==> src/shared/ldpwm_defs.vh <==
// Constants for the LED dimming PWM control block.
// Assumes a 10 MHz system clock and a digital front end that quantises
// the dimming input into a 10-bit level plus two comparator flags.
`ifndef LDPWM_DEFS_VH
`define LDPWM_DEFS_VH

// Register byte offsets on the APB bus.
`define LDPWM_ADDR_CTRL 12'h000
`define LDPWM_ADDR_STAT 12'h004
`define LDPWM_ADDR_IRQ 12'h008
`define LDPWM_ADDR_MASK 12'h00c
`define LDPWM_ADDR_RES 12'h010
`define LDPWM_ADDR_DUTY 12'h014

// Control register fields.
`define LDPWM_CTRL_EMB_EN 0
`define LDPWM_CTRL_DIG_EN 1
`define LDPWM_CTRL_RESET 32'h0000_0003

// Interrupt event bit positions.
`define LDPWM_EV_DIG_VALID 0
`define LDPWM_EV_DIG_REJECT 1
`define LDPWM_EV_FAULT 2
`define LDPWM_EV_W 3

// Timing figures and derived cycle counts at 10 MHz.
`define LDPWM_CLK_HZ 10000000
`define LDPWM_MIN_PERIOD_US 1000
`define LDPWM_MIN_PERIOD_CYC ((`LDPWM_MIN_PERIOD_US * (`LDPWM_CLK_HZ / 1000000)))
`define LDPWM_MIN_HIGH_US 6
`define LDPWM_MIN_HIGH_CYC ((`LDPWM_MIN_HIGH_US * (`LDPWM_CLK_HZ / 1000000)))

// Engine period slope: ns per ohm times ten (7.4e-8 and 7.4e-7 s/ohm).
`define LDPWM_SLOPE_HR_NS_X10 740
`define LDPWM_SLOPE_LR_NS_X10 7400
// Range bounds in ohms.
`define LDPWM_HR_MIN_OHM 18000
`define LDPWM_HR_MAX_OHM 90000
`define LDPWM_LR_MIN_OHM 1800
`define LDPWM_LR_MAX_OHM 9000

// Duty resolution and full scale.
`define LDPWM_DUTY_BITS 10
`define LDPWM_DUTY_FULL 10'h3ff

// Fault report duty patterns in high range, in sixteenths of a period.
`define LDPWM_FLT_DUTY_S2G 4'h4
`define LDPWM_FLT_DUTY_OV 4'h8
`define LDPWM_FLT_DUTY_OT 4'hc
`define LDPWM_FLT_DUTY_OC 4'he

`endif

==> src/logic/ldpwm_top.v <==
// LED dimming PWM control: digital pattern check and embedded engine.
// Assumes the dimming level arrives quantised with comparator flags from
// an analog front end, and fault flags come from protection logic.
//
// Contract
// Accept digital PWM only on full-swing, slow, fault-free input.
// Valid pattern and high input: gate and switch on.
// Source holds each high pulse at least 6 us.
// Engine runs only between zero and full thresholds.
// Duty rises linearly with quantised level.
// Engine toggles load switch with generated waveform.
// Any fault stops engine, switch forced off.
// Period scales with resistance, range-dependent factor.
// High range: each fault has own duty.
// Low range: fault pin held while fault.
// High range: voltage loop off, comparator on.
// Low range: voltage loop enabled with current loop.
// Above high: full duty; below low: zero.
// Engine thresholds 1 V and 3.6 V.
// Duty quantised to 10 bits.
// Range classes 18-90 kohm, 1.8-9 kohm.
// Range sampled once after reset, then held.
// Reject pattern when any period below 1 ms.
//
// The register addresses and register access over APB were decided locally.
`include "ldpwm_defs.vh"
`default_nettype none

module ldpwm_top #(
    parameter MIN_PERIOD_CYC = `LDPWM_MIN_PERIOD_CYC,
    parameter integer RES_W = 17
) (
    input wire clock, // System clock, 10 MHz.
    input wire nrst, // Asynchronous reset, active low.
    input wire psel, // APB select.
    input wire penable, // APB enable.
    input wire pwrite, // APB direction.
    input wire [11:0] paddr, // APB byte address.
    input wire [31:0] pwdata, // APB write data.
    output wire [31:0] prdata, // APB read data.
    output wire pready, // APB ready.
    output wire pslverr, // APB error on unmapped address.
    output wire irq, // Level interrupt.
    input wire dimming_input, // Digital dimming pin level.
    input wire dim_above_high, // Level above dim_high_threshold.
    input wire dim_below_low, // Level below dim_low_threshold.
    input wire [9:0] dim_level, // Quantised level between 1 V and 3.6 V.
    input wire [16:0] prog_resistance, // Programming resistance in ohms.
    input wire [3:0] fault_flags, // Short, overvoltage, overtemp, overcurrent.
    output reg load_switch_gate_out, // High drives gate_on_level.
    output reg switch_driver_en, // Switching gate driver enable.
    output reg freq_set_fault_pin, // Fault report level.
    output reg volt_loop_en, // Voltage regulation loop enable.
    output reg ov_comparator_en // Overvoltage comparator enable.
);

    ////////////////////////////////////////////////////////////////////////
    // Input synchronisers: three stages, change accepted when two agree.
    reg [2:0] din_sync_ff, hi_sync_ff, lo_sync_ff;
    reg din_ff, hi_ff, lo_ff;
    always @(posedge clock or negedge nrst) begin
        if (!nrst) begin
            din_sync_ff <= 3'h0;
            hi_sync_ff <= 3'h0;
            lo_sync_ff <= 3'h0;
            din_ff <= 1'b0;
            hi_ff <= 1'b0;
            lo_ff <= 1'b0;
        end else begin
            din_sync_ff <= {din_sync_ff[1:0], dimming_input};
            hi_sync_ff <= {hi_sync_ff[1:0], dim_above_high};
            lo_sync_ff <= {lo_sync_ff[1:0], dim_below_low};
            if (din_sync_ff[1] == din_sync_ff[2]) din_ff <= din_sync_ff[2];
            if (hi_sync_ff[1] == hi_sync_ff[2]) hi_ff <= hi_sync_ff[2];
            if (lo_sync_ff[1] == lo_sync_ff[2]) lo_ff <= lo_sync_ff[2];
        end
    end

    wire fault_any = |fault_flags;

    ////////////////////////////////////////////////////////////////////////
    // Registers.
    reg [31:0] ctrl_ff;
    reg [2:0] irq_ff, mask_ff;
    reg range_done_ff, high_range_ff, range_valid_ff;
    reg [31:0] period_ff;
    reg [9:0] duty_ff;
    reg dig_valid_ff;

    // Range sampled once after reset release, period derived from it.
    always @(posedge clock or negedge nrst) begin
        if (!nrst) begin
            range_done_ff <= 1'b0;
            high_range_ff <= 1'b0;
            range_valid_ff <= 1'b0;
            period_ff <= 32'h0000_0001;
        end else if (!range_done_ff) begin
            range_done_ff <= 1'b1;
            high_range_ff <= (prog_resistance >= `LDPWM_HR_MIN_OHM) &&
                (prog_resistance <= `LDPWM_HR_MAX_OHM);
            range_valid_ff <= ((prog_resistance >= `LDPWM_HR_MIN_OHM) &&
                (prog_resistance <= `LDPWM_HR_MAX_OHM)) ||
                ((prog_resistance >= `LDPWM_LR_MIN_OHM) &&
                (prog_resistance <= `LDPWM_LR_MAX_OHM));
            // Period in 100 ns cycles = R * slope_ns / 100.
            if (prog_resistance >= `LDPWM_HR_MIN_OHM)
                period_ff <= ({15'h0, prog_resistance} *
                    `LDPWM_SLOPE_HR_NS_X10) / 1000;
            else
                period_ff <= ({15'h0, prog_resistance} *
                    `LDPWM_SLOPE_LR_NS_X10) / 1000;
        end
    end

    ////////////////////////////////////////////////////////////////////////
    // Digital pattern check: period counter; the high time is not counted.
    reg [31:0] per_cnt_ff;
    reg din_d_ff, seen_low_ff, seen_high_ff;
    wire rise = din_ff && !din_d_ff;
    wire dig_set = rise && seen_low_ff && seen_high_ff && !fault_any &&
        (per_cnt_ff >= MIN_PERIOD_CYC - 1);
    wire dig_rej = rise && dig_valid_ff && (per_cnt_ff < MIN_PERIOD_CYC - 1);
    always @(posedge clock or negedge nrst) begin
        if (!nrst) begin
            per_cnt_ff <= 32'h0;
            din_d_ff <= 1'b0;
            seen_low_ff <= 1'b0;
            seen_high_ff <= 1'b0;
            dig_valid_ff <= 1'b0;
        end else begin
            din_d_ff <= din_ff;
            if (lo_ff) seen_low_ff <= 1'b1;
            if (hi_ff) seen_high_ff <= 1'b1;
            if (rise) begin
                per_cnt_ff <= 32'h0;
                seen_low_ff <= lo_ff;
                seen_high_ff <= hi_ff;
            end else if (per_cnt_ff != 32'hffff_ffff)
                per_cnt_ff <= per_cnt_ff + 32'h1;
            // Fault, short period or a cleared digital enable bit drops the pattern.
            if (fault_any || dig_rej || !ctrl_ff[`LDPWM_CTRL_DIG_EN])
                dig_valid_ff <= 1'b0;
            else if (dig_set)
                dig_valid_ff <= 1'b1;
            else if (!din_ff && per_cnt_ff >= 32'hffff_fff0)
                dig_valid_ff <= 1'b0;
        end
    end

    ////////////////////////////////////////////////////////////////////////
    // Embedded engine: counter compared against quantised duty.
    reg [31:0] eng_cnt_ff;
    wire emb_zone = !hi_ff && !lo_ff;
    wire emb_en = emb_zone && !fault_any && !dig_valid_ff &&
        ctrl_ff[`LDPWM_CTRL_EMB_EN];
    // Scale the 10-bit duty onto the period: linear from zero to 1023/1024 of the period.
    wire [41:0] on_prod = period_ff * {22'h0, duty_ff};
    wire [31:0] on_cyc = on_prod[41:10];
    always @(posedge clock or negedge nrst) begin
        if (!nrst) begin
            eng_cnt_ff <= 32'h0;
            duty_ff <= 10'h000;
        end else begin
            duty_ff <= dim_level;
            // The counter keeps running through a fault so that the fault
            // pin can be timed against it; the switch is held off meanwhile.
            if ((!emb_en && !fault_any) || eng_cnt_ff + 32'h1 >= period_ff)
                eng_cnt_ff <= 32'h0;
            else
                eng_cnt_ff <= eng_cnt_ff + 32'h1;
        end
    end

    ////////////////////////////////////////////////////////////////////////
    // Output selection between digital, static and embedded modes.
    always @(posedge clock or negedge nrst) begin
        if (!nrst) begin
            load_switch_gate_out <= 1'b0;
            switch_driver_en <= 1'b0;
        end else if (fault_any) begin
            load_switch_gate_out <= 1'b0;
            switch_driver_en <= 1'b0;
        end else if (dig_valid_ff) begin
            load_switch_gate_out <= din_ff && hi_ff;
            switch_driver_en <= din_ff && hi_ff;
        end else if (hi_ff) begin
            load_switch_gate_out <= 1'b1;
            switch_driver_en <= 1'b1;
        end else if (lo_ff || !emb_en) begin
            load_switch_gate_out <= 1'b0;
            switch_driver_en <= 1'b0;
        end else begin
            load_switch_gate_out <= eng_cnt_ff < on_cyc;
            switch_driver_en <= eng_cnt_ff < on_cyc;
        end
    end

    ////////////////////////////////////////////////////////////////////////
    // Fault reporting and loop selection by range.
    reg [3:0] flt_duty;
    always @* begin
        flt_duty = 4'h0;
        if (fault_flags[0]) flt_duty = `LDPWM_FLT_DUTY_S2G;
        else if (fault_flags[1]) flt_duty = `LDPWM_FLT_DUTY_OV;
        else if (fault_flags[2]) flt_duty = `LDPWM_FLT_DUTY_OT;
        else if (fault_flags[3]) flt_duty = `LDPWM_FLT_DUTY_OC;
    end
    wire [35:0] flt_prod = period_ff * {28'h0, flt_duty};
    always @(posedge clock or negedge nrst) begin
        if (!nrst) begin
            freq_set_fault_pin <= 1'b0;
            volt_loop_en <= 1'b0;
            ov_comparator_en <= 1'b0;
        end else begin
            volt_loop_en <= range_done_ff && !high_range_ff;
            ov_comparator_en <= range_done_ff && high_range_ff;
            if (!fault_any)
                freq_set_fault_pin <= 1'b0;
            else if (high_range_ff)
                freq_set_fault_pin <= eng_cnt_ff < flt_prod[35:4];
            else
                freq_set_fault_pin <= 1'b1;
        end
    end

    ////////////////////////////////////////////////////////////////////////
    // Interrupt events: valid pattern, rejected pattern, fault rise.
    reg fault_d_ff;
    wire [2:0] ev = {fault_any && !fault_d_ff, dig_rej, dig_set};
    wire wr = psel && penable && pwrite;
    wire rd_map = (paddr == `LDPWM_ADDR_CTRL) ||
        (paddr == `LDPWM_ADDR_STAT) || (paddr == `LDPWM_ADDR_IRQ) ||
        (paddr == `LDPWM_ADDR_MASK) || (paddr == `LDPWM_ADDR_RES) ||
        (paddr == `LDPWM_ADDR_DUTY);
    always @(posedge clock or negedge nrst) begin
        if (!nrst) begin
            ctrl_ff <= `LDPWM_CTRL_RESET;
            irq_ff <= 3'h0;
            mask_ff <= 3'h0;
            fault_d_ff <= 1'b0;
        end else begin
            fault_d_ff <= fault_any;
            // Set wins over a write-one clear in the same cycle.
            if (wr && paddr == `LDPWM_ADDR_IRQ)
                irq_ff <= (irq_ff & ~pwdata[2:0]) | ev;
            else
                irq_ff <= irq_ff | ev;
            if (wr && paddr == `LDPWM_ADDR_MASK) mask_ff <= pwdata[2:0];
            if (wr && paddr == `LDPWM_ADDR_CTRL)
                ctrl_ff <= {30'h0, pwdata[1:0]};
        end
    end
    assign irq = |(irq_ff & mask_ff);

    ////////////////////////////////////////////////////////////////////////
    // APB read mux, zero-wait answer.
    reg [31:0] rdata;
    always @* begin
        rdata = 32'h0;
        case (paddr)
            `LDPWM_ADDR_CTRL: rdata = ctrl_ff;
            `LDPWM_ADDR_STAT: rdata = {24'h0, range_valid_ff, high_range_ff,
                fault_any, emb_en, dig_valid_ff, load_switch_gate_out,
                freq_set_fault_pin, volt_loop_en};
            `LDPWM_ADDR_IRQ: rdata = {29'h0, irq_ff};
            `LDPWM_ADDR_MASK: rdata = {29'h0, mask_ff};
            `LDPWM_ADDR_RES: rdata = {15'h0, prog_resistance};
            `LDPWM_ADDR_DUTY: rdata = {22'h0, duty_ff};
            default: rdata = 32'h0;
        endcase
    end
    assign prdata = rdata;
    assign pready = 1'b1;
    assign pslverr = psel && penable && !rd_map;

endmodule // ldpwm_top
`default_nettype wire

==> config.mk <==
export PLATFORM = sky130hd
export DESIGN_NAME = ldpwm_top
export DESIGN_NICKNAME = d
export VERILOG_FILES = /design/src/logic/ldpwm_top.v
export VERILOG_INCLUDE_DIRS = /design/src /design/src/shared
export SDC_FILE = /design/constraint.sdc
export NUM_CORES = 1
export LEC_CHECK = 0
export ABC_AREA = 1
export BUFFER_PORTS_ARGS = -buffer_cell sky130_fd_sc_hd__buf_4
export CAP_MARGIN = 20
export CELL_PAD_IN_SITES_DETAIL_PLACEMENT = 0
export CELL_PAD_IN_SITES_GLOBAL_PLACEMENT = 1
export CORE_ASPECT_RATIO = 1.1
export CORE_MARGIN = 4
export CORE_UTILIZATION = 48
export CTS_BUF_LIST = sky130_fd_sc_hd__clkbuf_16
export DETAILED_ROUTE_END_ITERATION = 12
export PLACE_DENSITY_LB_ADDON = 0.1
export SLEW_MARGIN = 10
export SYNTH_ARGS = -nofsm -noshare
export SYNTH_HDL_FRONTEND = slang
export SYNTH_SLANG_ARGS = --single-unit
==> constraint.sdc <==
create_clock -name clock -period 11.15 [get_ports clock]
set_input_delay 0.5575 -clock clock [delete_from_list [all_inputs] [get_ports clock]]
set_output_delay 0.5575 -clock clock [all_outputs]
set_load 0.05 [all_outputs]
---- Word level (Yosys, flattened, before mapping) ----
Index checks and enable logic that the tools add are counted.
operators by class
  add/subtract/negate cells ............... 2
  $mul .................................... 4
  div/mod/pow operators ................... 2
  magnitude comparators ................... 10
  equality and inequality tests ........... 9
  muxes and demuxes ....................... 23
  bitwise operators ....................... 5
  reduce and logical (&&, ||, !) cells .... 53
operators with widths
  operator                                                                               count
  32-bit two-way mux                                                                     4
  17-bit case mux with 6 select lines                                                    1
  32-bit by 1-bit adder with 32-bit output, second input constant                        2
  32-bit < comparator                                                                    2
  32-bit by 10-bit multiplier with 42-bit output                                         1
  32-bit by 4-bit multiplier with 36-bit output                                          1
  27-bit by 10-bit divider with 32-bit output, second input constant                     1
  30-bit by 10-bit divider with 32-bit output, second input constant                     1
  32-bit by 14-bit greater-or-equal comparator with 1-bit output, second input constant  1
  32-bit greater-or-equal comparator                                                     1
  32-bit greater-or-equal comparator, second input constant                              1
  32-bit by 14-bit < comparator with 1-bit output, second input constant                 1
  32-bit != test, second input constant                                                  1
  17-bit by 10-bit multiplier with 27-bit output, second input constant                  1
  1-bit logical AND                                                                      25
  17-bit by 8-bit multiplier with 25-bit output, second input constant                   1
  12-bit by 4-bit == test with 1-bit output, second input constant                       2
  12-bit by 5-bit == test with 1-bit output, second input constant                       2
  17-bit by 11-bit greater-or-equal comparator with 1-bit output, second input constant  1
  17-bit by 15-bit greater-or-equal comparator with 1-bit output, second input constant  1
  17-bit by 14-bit <= comparator with 1-bit output, second input constant                1
  17-bit <= comparator, second input constant                                            1
  4-bit two-way mux                                                                      4
  1-bit two-way mux                                                                      13
  13 further kinds                                                                       38
storage, ports and cells
  flip-flop bits (word level) ............. 138
  input bits .............................. 83
  output and inout bits ................... 40
  word-level logic and storage cells ...... 133

---- Depth between registers and ports, before layout ----
Gate-level depths: netlist (run 1).
  depth after elaboration ................. 11
  gate-level depth with buffers ........... 148
  mapped depth without buffers ............ 148

---- Worst setup path before layout (run 1) ----
No wires, ideal clock.
  path kind ............................... input port to flip-flop
  start point ............................. input prog_resistance[2]
  end point ............................... register period_ff[0]
  library setup time ...................... 0.075 ns
  arrival time ............................ 14.273 ns
  required time ........................... 11.075 ns
  path slack .............................. -3.199 ns
  stages on the path ...................... 138
  buffers on the path ..................... 2
  cell sequence ........................... inv_1 > fa_1 > inv_1 > fa_1 > inv_1 > fa_1 > inv_1 > fa_1 > inv_1 > fa_1 > inv_1 > ha_1 > nand2_2 > inv_1 > nand2_1 > nand2_2 > nand2_1 > nand2_1 > (+102 left out) > o21bai_2 > nand2_1 > nand2_1 > nand2_1 > nand2_2 > o21ai_1 > nand2_2 > nand3_1 > nor2_2 > nand2_2 > nand2_1 > nand2_1 > nand2_1 > nand2_1 > nand2_1 > nand2_1 > nand2_1 > nand2_1
on the way
  longest elaborated chain between the ends .. 3
  elaborated cells between the ends (all ways) .. 6
  classes of those cells .................. mul (2); div (2); order compare (1); mux (1)
RTL lines
  element                                                                                                                           RTL line                          source
  start, declared                                                                                                                   ldpwm_top.v:48                    input wire [16:0] prog_resistance,
  17-bit by 10-bit multiplier with 27-bit output (no line) / 17-bit by 8-bit multiplier with 25-bit output (equally long branches)  --
  30-bit by 10-bit divider with 32-bit output / 27-bit by 10-bit divider with 32-bit output (equally long branches)                 ldpwm_top.v:110, ldpwm_top.v:107
  32-bit two-way mux *                                                                                                              ldpwm_top.v:106                   if (prog_resistance >= `LDPWM_HR_MIN_OHM)
  end signal, assigned                                                                                                              ldpwm_top.v:107                   period_ff <= ({15'h0, prog_resistance} *
  end signal, assigned                                                                                                              ldpwm_top.v:110                   period_ff <= ({15'h0, prog_resistance} *
  end, declared                                                                                                                     ldpwm_top.v:86                    reg [31:0] period_ff;
Mark *: on every way between the ends. The rest lies on a longest branch, timed or not.
A chain may end at the register's enable or synchronous reset.

---- Worst setup path after layout (run 1) ----
  start point ............................. input prog_resistance[6]
  end point ............................... register period_ff[4]
Same word-level chain as after synthesis.

==> metrics.md, run 1 <==
| Metric | Value |
|---|---|
| Status | finished, violations left |
| Failing checks | negative setup slack |
| Tmin final | 14970 ps |
| Slew Viols, Final | 0 |
| DRC Markers | 0 |
| Final WL | 81500 um |
| Fillers | 5504 |
| Die width | 240 um |
| Area of the core | between 50000 and 60000 sq um |
| Ant. Diodes | 0 |
| Rows | between 90 and 100 |
| Reg2reg start | period_ff[0] |
| Vias | 26500 |
| Final nets | ~5300 |
| Pin count of the biggest net entering global routing | 80 |
| Crit end category | flop |
| # setup viols final | 8 |
| Io pins | approximately 120 |
| Post-route clock period utilization | 1.34 |
| Post-Syn Area | 28400 sq um |
| Most frequent cells in the layout | nand2_1 (841), inv_1 (807), buf_4 (593) |
| M1 WL | 34300 um |
| Worst-margin pin slew | 1160 ps |
| Slew margin rel. | 0.220 |
| CTS Sinks | 127 |
| Final Cell Area | 36300 sq um |
| Syn avg cell area | approximately 7 sq um |
| Fraction of registers with async set or reset after synthesis | 1.00 |
| Wire length per cell | 15.2 um |
| Mapped Cells | 3984 |
| Crit path buf inv count | 38 |
| Max frequency | 66.8 MHz |
| Area grow syn2layout | 27.8% |
| CTS tree | built |
| Crit Path Class | primary input to flop |
| Initial antenna violation count | 2 |
| Vias in the first global route | 27200 |
| GP Congestion | between 0.9 and 1 |
| Crit path max-delay family | simple AND/OR/NAND/NOR gates |
| Yosys Warn Count | 0 |
| Crit path setup slack, layout | -3820 ps |
| Die Area | 63100 sq um |
| Final ANT Viol Nets | 0 |
| H-tree depth | 4 |
| Synth unique cells | 70 |
| Flops & latches, synth | ~130 |
| Final Hold Fails | 0 |
| R2R Path End | switch_driver_en |
| Clk pin slew, worst setup/hold paths | roughly 60 ps |
| GR Overflow Total | 0 |
| Clock Tree Root | clkbuf_16 |
| Crit path arrival time | 15290 ps |
| CP most frequent cell | nand2_4 |
| Total CTS buffers | 17 |
| RSZ-0062 raised after global routing | true |
| Min-Delay Path Class | primary input to asynchronous set/reset pin |
| DP Worst Slack | -4190 ps |
| Crit start category | primary input |
| Multi-input gate area | 23200 sq um |
| First-pass GRT wire length | 135000 um |
| Post-synthesis sequential area ratio | 0.112 |
| Die Span Y | 263 um |
| Initial Utilization | 0.485 |
| Vias/cell | 4.95 |
| Max layer used | met4 |
| Critical Path Fanout Max | 8 |
| Met2 Wirelength | 41800 um |
| Clock buffer depth | 2 |
| Layout cell share with drive strength beyond 1 | 0.264 |
| Commonest non-fill, non-tap cell in the layout | nand2_1 |
| Iter 0 DRT Violations | 1202 |
| Worst-skew pair later-pin latency | 440 ps |
| Worst R2R Path Depth | 54 |
| Skew final | approximately 9.5 ps |
| CP required | 11480 ps |
| Dpl hpwl | around 68000 um |
| Max-cap violations | 0 |
| Port buffer count | 77 |
| Number of synthesized flops with an enable pin | 0 |
| Slowest cell on crit path | fa_1 |
| WL met3 | 2400 um |
| Setup TNS | -18870 ps |
| Gr usage total | 0.261 |
| Reg-to-reg setup timing slack | around 1000 ps |
| Worst path max stage delay | 600 ps |
| Register Area | 3190 sq um |
| Drt first pass iters | 5 |
| Area after DPL | 33600 sq um |
| Most used DFF post-synth | dfrtp_1 |
cell type report:
type / count / share of cell area
inverters: 895 / 0.0951
flip-flops and latches: 127 / 0.0879
clock buffers: 17 / 0.0117
repair buffers: 628 / 0.135
clock inverters: 15 / 0.00379
multi-input cells: 2908 / 0.640
well taps: 760 / 0.0262
synthesized netlist by cell type (29+ instances only):
cell type,n,area share
a21oi_1,161,0.028
clkbuf_1,56,0.0074
dfrtp_1,124,0.11
fa_1,279,0.20
ha_1,356,0.16
inv_1,831,0.11
inv_2,48,0.0063
nand2_1,926,0.12
nand2_2,101,0.022
nand2_4,37,0.015
nand3_1,188,0.033
nand3_2,35,0.012
nand4_1,54,0.012
nor2_1,245,0.032
nor2_2,29,0.0064
nor3_1,48,0.0085
o21ai_0,119,0.021
o21ai_1,32,0.0056
xnor2_1,30,0.0093
xor2_1,59,0.018
metal layers:
| metal | global-route usage | up-vias |
|---|---|---|
| li1 | - | 13500 |
| met1 | 0.329 | 12400 |
| met2 | 0.470 | 389 |
| met3 | 0.0241 | 128 |
| met4 | 0.0821 | 0 |
| met5 | 0 | - |
registers in the layout, summed over array words and instances (netlist names), 2 cells and up:
| name | count |
|---|---|
| hi_sync_ff | 3 |
| lo_sync_ff | 3 |
| din_sync_ff | 3 |
| ctrl_ff | 2 |
| eng_cnt_ff | 32 |
| mask_ff | 3 |
| per_cnt_ff | 32 |
| period_ff | 21 |
| duty_ff | 10 |
| irq_ff | 3 |
what timing repair did:
item / CTS / global route
gates cloned: 1 / 1
pin swaps: 88 / 74
setup buffers: 45 / 41
setup endpoints to repair: 9 / 11
resized for setup: 165 / 183
hold buffers: 0 / 0
cells by family after synthesis:
| family | after synthesis | share of synthesized area |
|---|---|---|
| and+or+nand+nor | 1731 | 0.285 |
| buffers and inverters | 977 | 0.135 |
| adders and majority gates | 638 | 0.355 |
| AOI/OAI and AO/OA | 420 | 0.0850 |
| DFF | 127 | 0.112 |
| xor gates and xnor gates | 89 | 0.0275 |
| other | 2 | 0.000265 |
through the flow:
step,hold slack (ps),cells,utilization
global route,88.3,5350,0.620
floorplan,262,4010,-
global placement,332,5228,0.573
finish,58.9,5350,0.620
CTS,54.9,5307,0.602
detailed placement,337,5229,0.574
worst max-delay path by stage:
stage                       start            to  cells past startpoint
4_1_cts        prog_resistance[2]  period_ff[0]                    130
3_3_place_gp   prog_resistance[6]  period_ff[0]                    124
3_5_place_dp   prog_resistance[6]  period_ff[0]                    133
5_1_grt        prog_resistance[6]  period_ff[4]                    134
2_1_floorplan  prog_resistance[6]  period_ff[0]                    133
6_report       prog_resistance[6]  period_ff[4]                    123
Power of run 1 is not shown: default switching activity piles up to over one toggle a cycle in this logic, so the estimate is an artifact.
==> run 2, diff against run 1 <==
--- a/config.mk
+++ b/config.mk
@@ -16,6 +16,7 @@
 export CORE_UTILIZATION = 48
 export CTS_BUF_LIST = sky130_fd_sc_hd__clkbuf_16
 export DETAILED_ROUTE_END_ITERATION = 12
+export GPL_TIMING_DRIVEN = 0
 export PLACE_DENSITY_LB_ADDON = 0.1
 export SLEW_MARGIN = 10
 export SYNTH_ARGS = -nofsm -noshare
==> run 2 against run 1 <==
  * The run still ends with negative setup slack left
  * Die area unchanged
  * Via count down 3.7%
  * Design area down 6.1%
  * First-iteration DRC count up 11%
  * Hold slack worse by 40 ps
  * Utilization down 3.8 points
  * Register-to-register slack worse by 60 ps
  * Non-clock buffer count down 296
  * Global-route usage down 0.84 points
  * Critical path type unchanged
  * Largest cell class unchanged
==> metrics.md, run 2 (same netlist as run 1, synthesis figures left out) <==
| Metric | Value |
|---|---|
| Status | finished, violations left |
| Failing checks | negative setup slack |
| Vias/cell | 5.04 (+1.9%) |
| Worst path max stage delay | 550 ps (-50 ps) |
| Iter 0 DRT Violations | 1334 (+11%) |
| Max frequency | 66.0 MHz (-1.3%) |
| First-pass GRT wire length | 130000 um (-3.4%) |
| Drt first pass iters | 5 (unchanged) |
| DP Worst Slack | -5610 ps (-1430 ps) |
| Crit path setup slack, layout | -4010 ps (-194 ps) |
| Wire length per cell | 15.7 um (+2.8%) |
| Clock buffer depth | 2 (unchanged) |
| Crit end category | flop |
| Slew margin rel. | 0.0713 (-0.148) |
| Final core utilization | 0.582 (-0.0375) |
| CP most frequent cell | nand2_4 |
| Crit path buf inv count | 22 (-42%) |
| Tmin final | 15160 ps (+195 ps) |
| Slew Viols, Final | 0 (unchanged) |
| GP Congestion | 0.882 (-2.2%) |
| CTS Hold Bufs | 0 (unchanged) |
| Crit path max-delay family | simple AND/OR/NAND/NOR gates |
| Post-route clock period utilization | 1.36 (+0.0174) |
| Critical Path Fanout Max | 7 (-1) |
| Area grow syn2layout | 20.1% |
| Gr usage total | 0.252 (-0.00841) |
| Total CTS buffers | 17 (unchanged) |
| Io pins | 123 (unchanged) |
| Commonest non-fill, non-tap cell in the layout | nand2_1 |
| Layout cell share with drive strength beyond 1 | 0.208 (-0.0558) |
| Ant. Diodes | 0 (unchanged) |
| Initial Utilization | 0.485 (unchanged) |
| Clock Tree Root | clkbuf_16 |
| GR Overflow Total | 0 (unchanged) |
| Die Area | 63100 sq um (unchanged) |
| Final WL | 79100 um (-2.9%) |
| Top Registers | eng_cnt_ff: 32 flops, per_cnt_ff: 32 flops, period_ff: 21 flops |
| Port buffer count | 77 (unchanged) |
| Crit start category | primary input |
| H-tree depth | 4 (unchanged) |
| RSZ-0062 raised after global routing | true |
| Clk pin slew, worst setup/hold paths | 70 ps (about the same) |
| Final nets | 4997 (-5.6%) |
| Dpl hpwl | 66100 um (-2.5%) |
| Slowest cell on crit path | fa_1 |
| Die width | 240 um (unchanged) |
| CTS tree | built |
| Crit Path Class | primary input to flop |
| Rows | 93 (unchanged) |
| Final Hold Fails | 0 (unchanged) |
| Vias in the first global route | 25600 (-6.0%) |
| Die Span Y | 263 um (unchanged) |
| Worst-margin pin slew | 1380 ps (+220 ps) |
| DRC Markers | 0 (unchanged) |
| Area of the core | 58500 sq um (unchanged) |
| Max-cap violations | 0 (unchanged) |
| Vias | 25500 (-3.7%) |
| CTS Sinks | 127 (unchanged) |
| Pin count of the biggest net entering global routing | 90 (+13%) |
| Most frequent cells in the layout | nand2_1 (838), inv_1 (802), ha_1 (343) |
| CP required | 11520 ps (+40 ps) |
| Worst-skew pair later-pin latency | 440 ps (about the same) |
| Skew final | 13.6 ps (+4.15 ps) |
| Final ANT Viol Nets | 0 (unchanged) |
| # setup viols final | 9 (+1) |
| Min-Delay Path Class | primary input to asynchronous set/reset pin |
| Initial antenna violation count | 3 (+1) |
| Crit path arrival time | 15530 ps (+240 ps) |
[run 2: cell types whose count changed in the layout (fill, tap and decap cells not counted), moves of 5 or more]
cell / before / now
inv_1: 807 / 802
buf_12: 3 / 11
clkbuf_1: 0 / 38
buf_6: 29 / 20
nand3_2: 55 / 42
clkinvlp_4: 6 / 11
a21oi_2: 11 / 16
buf_4: 593 / 243
a21oi_1: 151 / 146
clkbuf_2: 0 / 13
nand3_4: 27 / 36
[run 2: worst reg2reg max path, delay by kind of cell (launching register included)]
kind / cells / cell delay [ps]
AO/OA/AOI/OAI: 21 / 3850
AND/OR/NAND/NOR: 10 / 1000
buffers and inverters: 17 / 1470
flip-flops: 1 / 580
adder cells (fa/ha/maj): 7 / 3150
[run 2: per-layer routing]
metal	track usage	vias up	wire [um]
li1	-	12900	-
met1	0.323	12100	34100
met2	0.459	392	40700
met3	0.0225	95	2230
met4	0.0627	4	2100
met5	0	-	27
[run 2: final cells by class]
type | instances | area [sq um]
Clock inverter | 15 | 169
Inverter | 895 | 3490
Multi-Input combinational cell | 2906 | 23300
Buffer | 78 | 439
Fill cell | 5696 | 24500
Tap cell | 760 | 951
Timing Repair Buffer | 254 | 2120
Sequential cell | 127 | 3190
Clock buffer | 17 | 425
[run 2: timing repair]
action,in CTS,in global routing
cloned,1,0
gates resized for setup,191,226
setup buffers,103,71
endpoints found under the setup margin,12,12
pin swaps,123,124
[run 2: worst paths after layout]
kind / startpoint / end / slack (ps) / cells past startpoint
setup reg to reg: duty_ff[2] / switch_driver_en / 980 / 55
hold reg to reg: lo_sync_ff[0] / lo_sync_ff[1] / 350 / 0
hold / removal: nrst / eng_cnt_ff[0] / 20 / 1
setup / recovery: prog_resistance[4] / period_ff[0] / -4010 / 132
max in group asynchronous: nrst / duty_ff[8] / 10310 / 2
min in group clock: dim_level[5] / duty_ff[5] / 220 / 1
[run 2: stage by stage]
step	hold WS (ps)	TNS, ps	std cells	area [sq um]
after global placement	334	-35380	4847	30500
after global routing	36.6	-29330	5052	34100
final	18.6	-21220	5052	34100
after floorplan	262	-12180	4010	29000
after CTS	22.7	-19990	4981	32700
after detailed placement	340	-35240	4848	30500
Power of run 2 is left out for the same reason.
==> run 3, diff against run 2 <==
--- a/config.mk
+++ b/config.mk
@@ -7,15 +7,15 @@
 export NUM_CORES = 1
 export LEC_CHECK = 0
 export ABC_AREA = 1
-export BUFFER_PORTS_ARGS = -buffer_cell sky130_fd_sc_hd__buf_4
 export CAP_MARGIN = 20
 export CELL_PAD_IN_SITES_DETAIL_PLACEMENT = 0
 export CELL_PAD_IN_SITES_GLOBAL_PLACEMENT = 1
 export CORE_ASPECT_RATIO = 1.1
 export CORE_MARGIN = 4
-export CORE_UTILIZATION = 48
+export CORE_UTILIZATION = 50
 export CTS_BUF_LIST = sky130_fd_sc_hd__clkbuf_16
 export DETAILED_ROUTE_END_ITERATION = 12
+export DONT_BUFFER_PORTS = 1
 export GPL_TIMING_DRIVEN = 0
 export PLACE_DENSITY_LB_ADDON = 0.1
 export SLEW_MARGIN = 10
==> run 3 against run 2 <==
  * The run still ends with negative setup slack left
  * First-iteration DRC count is 7.3% lower
  * Clock skew grew 1.1 ps
  * Utilization up 1.3 points
  * Via count fell by 0.84%
  * Critical path depth decreased by 2
  * Flip-flop and latch count unchanged
  * Setup slack worse by 7.0 ps
  * Hold slack gained 58 ps
  * Cell count decreased by 1.5%
  * Design area fell by 2.0%
  * Die area decreased by 3.9%
  * Non-clock buffer count shrank 62
==> metrics.md, run 3 (same netlist as run 1, synthesis figures left out) <==
| Metric | Value |
|---|---|
| Post-route clock period utilization | 1.36 (about the same) |
| Crit end category | flop |
| Commonest non-fill, non-tap cell in the layout | nand2_1 |
| Vias | 25300 (-0.84%) |
| Final WL | 78600 um (-0.68%) |
| CP required | 11450 ps (-70 ps) |
| Worst-skew pair later-pin latency | 430 ps (about the same) |
| Failing checks | negative setup slack |
| Layout cell share with drive strength beyond 1 | 0.191 (-0.0166) |
| First-pass GRT wire length | 128000 um (-1.4%) |
| Fillers | 5360 (-5.9%) |
| Top Registers | eng_cnt_ff: 32 flops, per_cnt_ff: 32 flops, period_ff: 21 flops |
| GR Overflow Total | 0 (unchanged) |
| Io pins | 123 (unchanged) |
| DRC Markers | 0 (unchanged) |
| Min-Delay Path Class | primary input to asynchronous set/reset pin |
| CP most frequent cell | nand2_4 |
| Port buffer count | 0 (-100%) |
| Max frequency | 65.9 MHz (about the same) |
| CTS Sinks | 127 (unchanged) |
| RSZ-0062 raised after global routing | true |
| Area of the core | 56100 sq um (-4.1%) |
| Rows | 91 (-2.2%) |
| Iter 0 DRT Violations | 1236 (-7.3%) |
| Final Hold Fails | 0 (unchanged) |
| Worst-margin pin slew | 1150 ps (-224 ps) |
| Die width | 235 um (-2.0%) |
| Tmin final | 15170 ps (+7.02 ps) |
| Die Area | 60600 sq um (-3.9%) |
| Skew final | 14.7 ps (+1.09 ps) |
| Vias in the first global route | 25300 (-0.90%) |
| Gr usage total | 0.258 (+0.00572) |
| Final core utilization | 0.595 (+0.0127) |
| Wire length per cell | 15.8 um (+0.87%) |
| Ant. Diodes | 0 (unchanged) |
| Clock buffer depth | 2 (unchanged) |
| # setup viols final | 9 (unchanged) |
| Max-cap violations | 0 (unchanged) |
| Dpl hpwl | 64800 um (-1.9%) |
| Crit Path Class | primary input to flop |
| Crit start category | primary input |
| Slew Viols, Final | 0 (unchanged) |
| CTS tree | built |
| Worst path max stage delay | 540 ps (about the same) |
| Drt first pass iters | 5 (unchanged) |
| Final ANT Viol Nets | 0 (unchanged) |
| Final nets | 4935 (-1.2%) |
| Most frequent cells in the layout | nand2_1 (848), inv_1 (810), ha_1 (347) |
| Slew margin rel. | 0.222 (+0.151) |
| Status | finished, violations left |
| H-tree depth | 4 (unchanged) |
| Area grow syn2layout | 17.7% |
| GP Congestion | 0.869 (-1.5%) |
| Pin count of the biggest net entering global routing | 128 (+42%) |
| Total CTS buffers | 17 (unchanged) |
| Slowest cell on crit path | fa_1 |
| Vias/cell | 5.08 (+0.72%) |
| Area after DPL | 29900 sq um (-2.1%) |
| Clock Tree Root | clkbuf_16 |
| Die Span Y | 258 um (-2.0%) |
| Final Cell Area | 33400 sq um (-2.0%) |
| Initial antenna violation count | 2 (-1) |
| Final cell count without fillers | 4974 (-1.5%) |
| Crit path arrival time | 15470 ps (-60 ps) |
| Clk pin slew, worst setup/hold paths | 70 ps (about the same) |
| Crit path setup slack, layout | -4020 ps (-7.02 ps) |
| Initial Utilization | 0.505 (+0.0207) |
| Placed cell count | 4754 (-1.9%) |
| Critical Path Fanout Max | 9 (+2) |
==> run 3: cell types whose count changed in the layout (fill, tap and decap cells not counted), sizes merged <==
cell,previous run,this run
buf,279,220
bufbuf,0,1
bufinv,2,4
clkbuf,70,66
clkinv,14,11
clkinvlp,11,8
inv,883,887
==> run 3: metrics by stage <==
stage	hold WS, ps	TNS (ps)	worst slack [ps]
after floorplan	262	-12180	-2830
after global placement	264	-32110	-5320
after detailed placement	264	-32360	-5330
after CTS	113	-20990	-3850
after global routing	115	-29530	-4970
final	76.2	-21880	-4020
==> run 3: cell type report <==
cell class	instances	area, sq um	share of cell area
Clock buffer	17	425	0.0127
Tap cell	744	931	0.0279
Buffer	75	424	0.0127
Multi-Input combinational cell	2906	23100	0.692
Timing Repair Buffer	195	1660	0.0496
Sequential cell	127	3190	0.0957
Clock inverter	15	175	0.00525
Inverter	895	3470	0.104
==> run 3: repair_timing <==
item | CTS | global route
setup buffers | 114 | 77
endpoints found under the setup margin | 11 | 11
endpoints found under the hold margin | 127 | 0
pin swaps | 120 | 189
resized for setup | 161 | 205
hold buffers | 1 | 0
gates cloned | 2 | 0
==> run 3: routing by layer <==
| layer | track usage | vias to the layer above | wire [um] |
|---|---|---|---|
| li1 | - | 12800 | - |
| met1 | 0.326 | 11900 | 33600 |
| met2 | 0.466 | 414 | 39700 |
| met3 | 0.0233 | 117 | 2460 |
| met4 | 0.0870 | 2 | 2790 |
| met5 | 0 | - | 10 |
==> run 3: worst max-delay path: cells and delay by family <==
kind | cells | cell delay, ps
adders and majority gates | 6 | 2910
buffers and inverters | 38 | 3370
and+or+nand+nor | 83 | 8110
AOI/OAI and AO/OA | 3 | 360
==> run 3: final timing paths <==
check	startpoint	to	slack, ps	cells after the start
max	prog_resistance[7]	period_ff[4]	-4020	130
min reg2reg	lo_sync_ff[0]	lo_sync_ff[1]	350	0
max in group asynchronous	nrst	period_ff[2]	10500	1
max reg2reg	period_ff[0]	switch_driver_en	890	55
min	nrst	din_sync_ff[0]	80	1
min in group clock	dim_level[8]	duty_ff[8]	140	0
Power of run 3 is left out for the same reason.
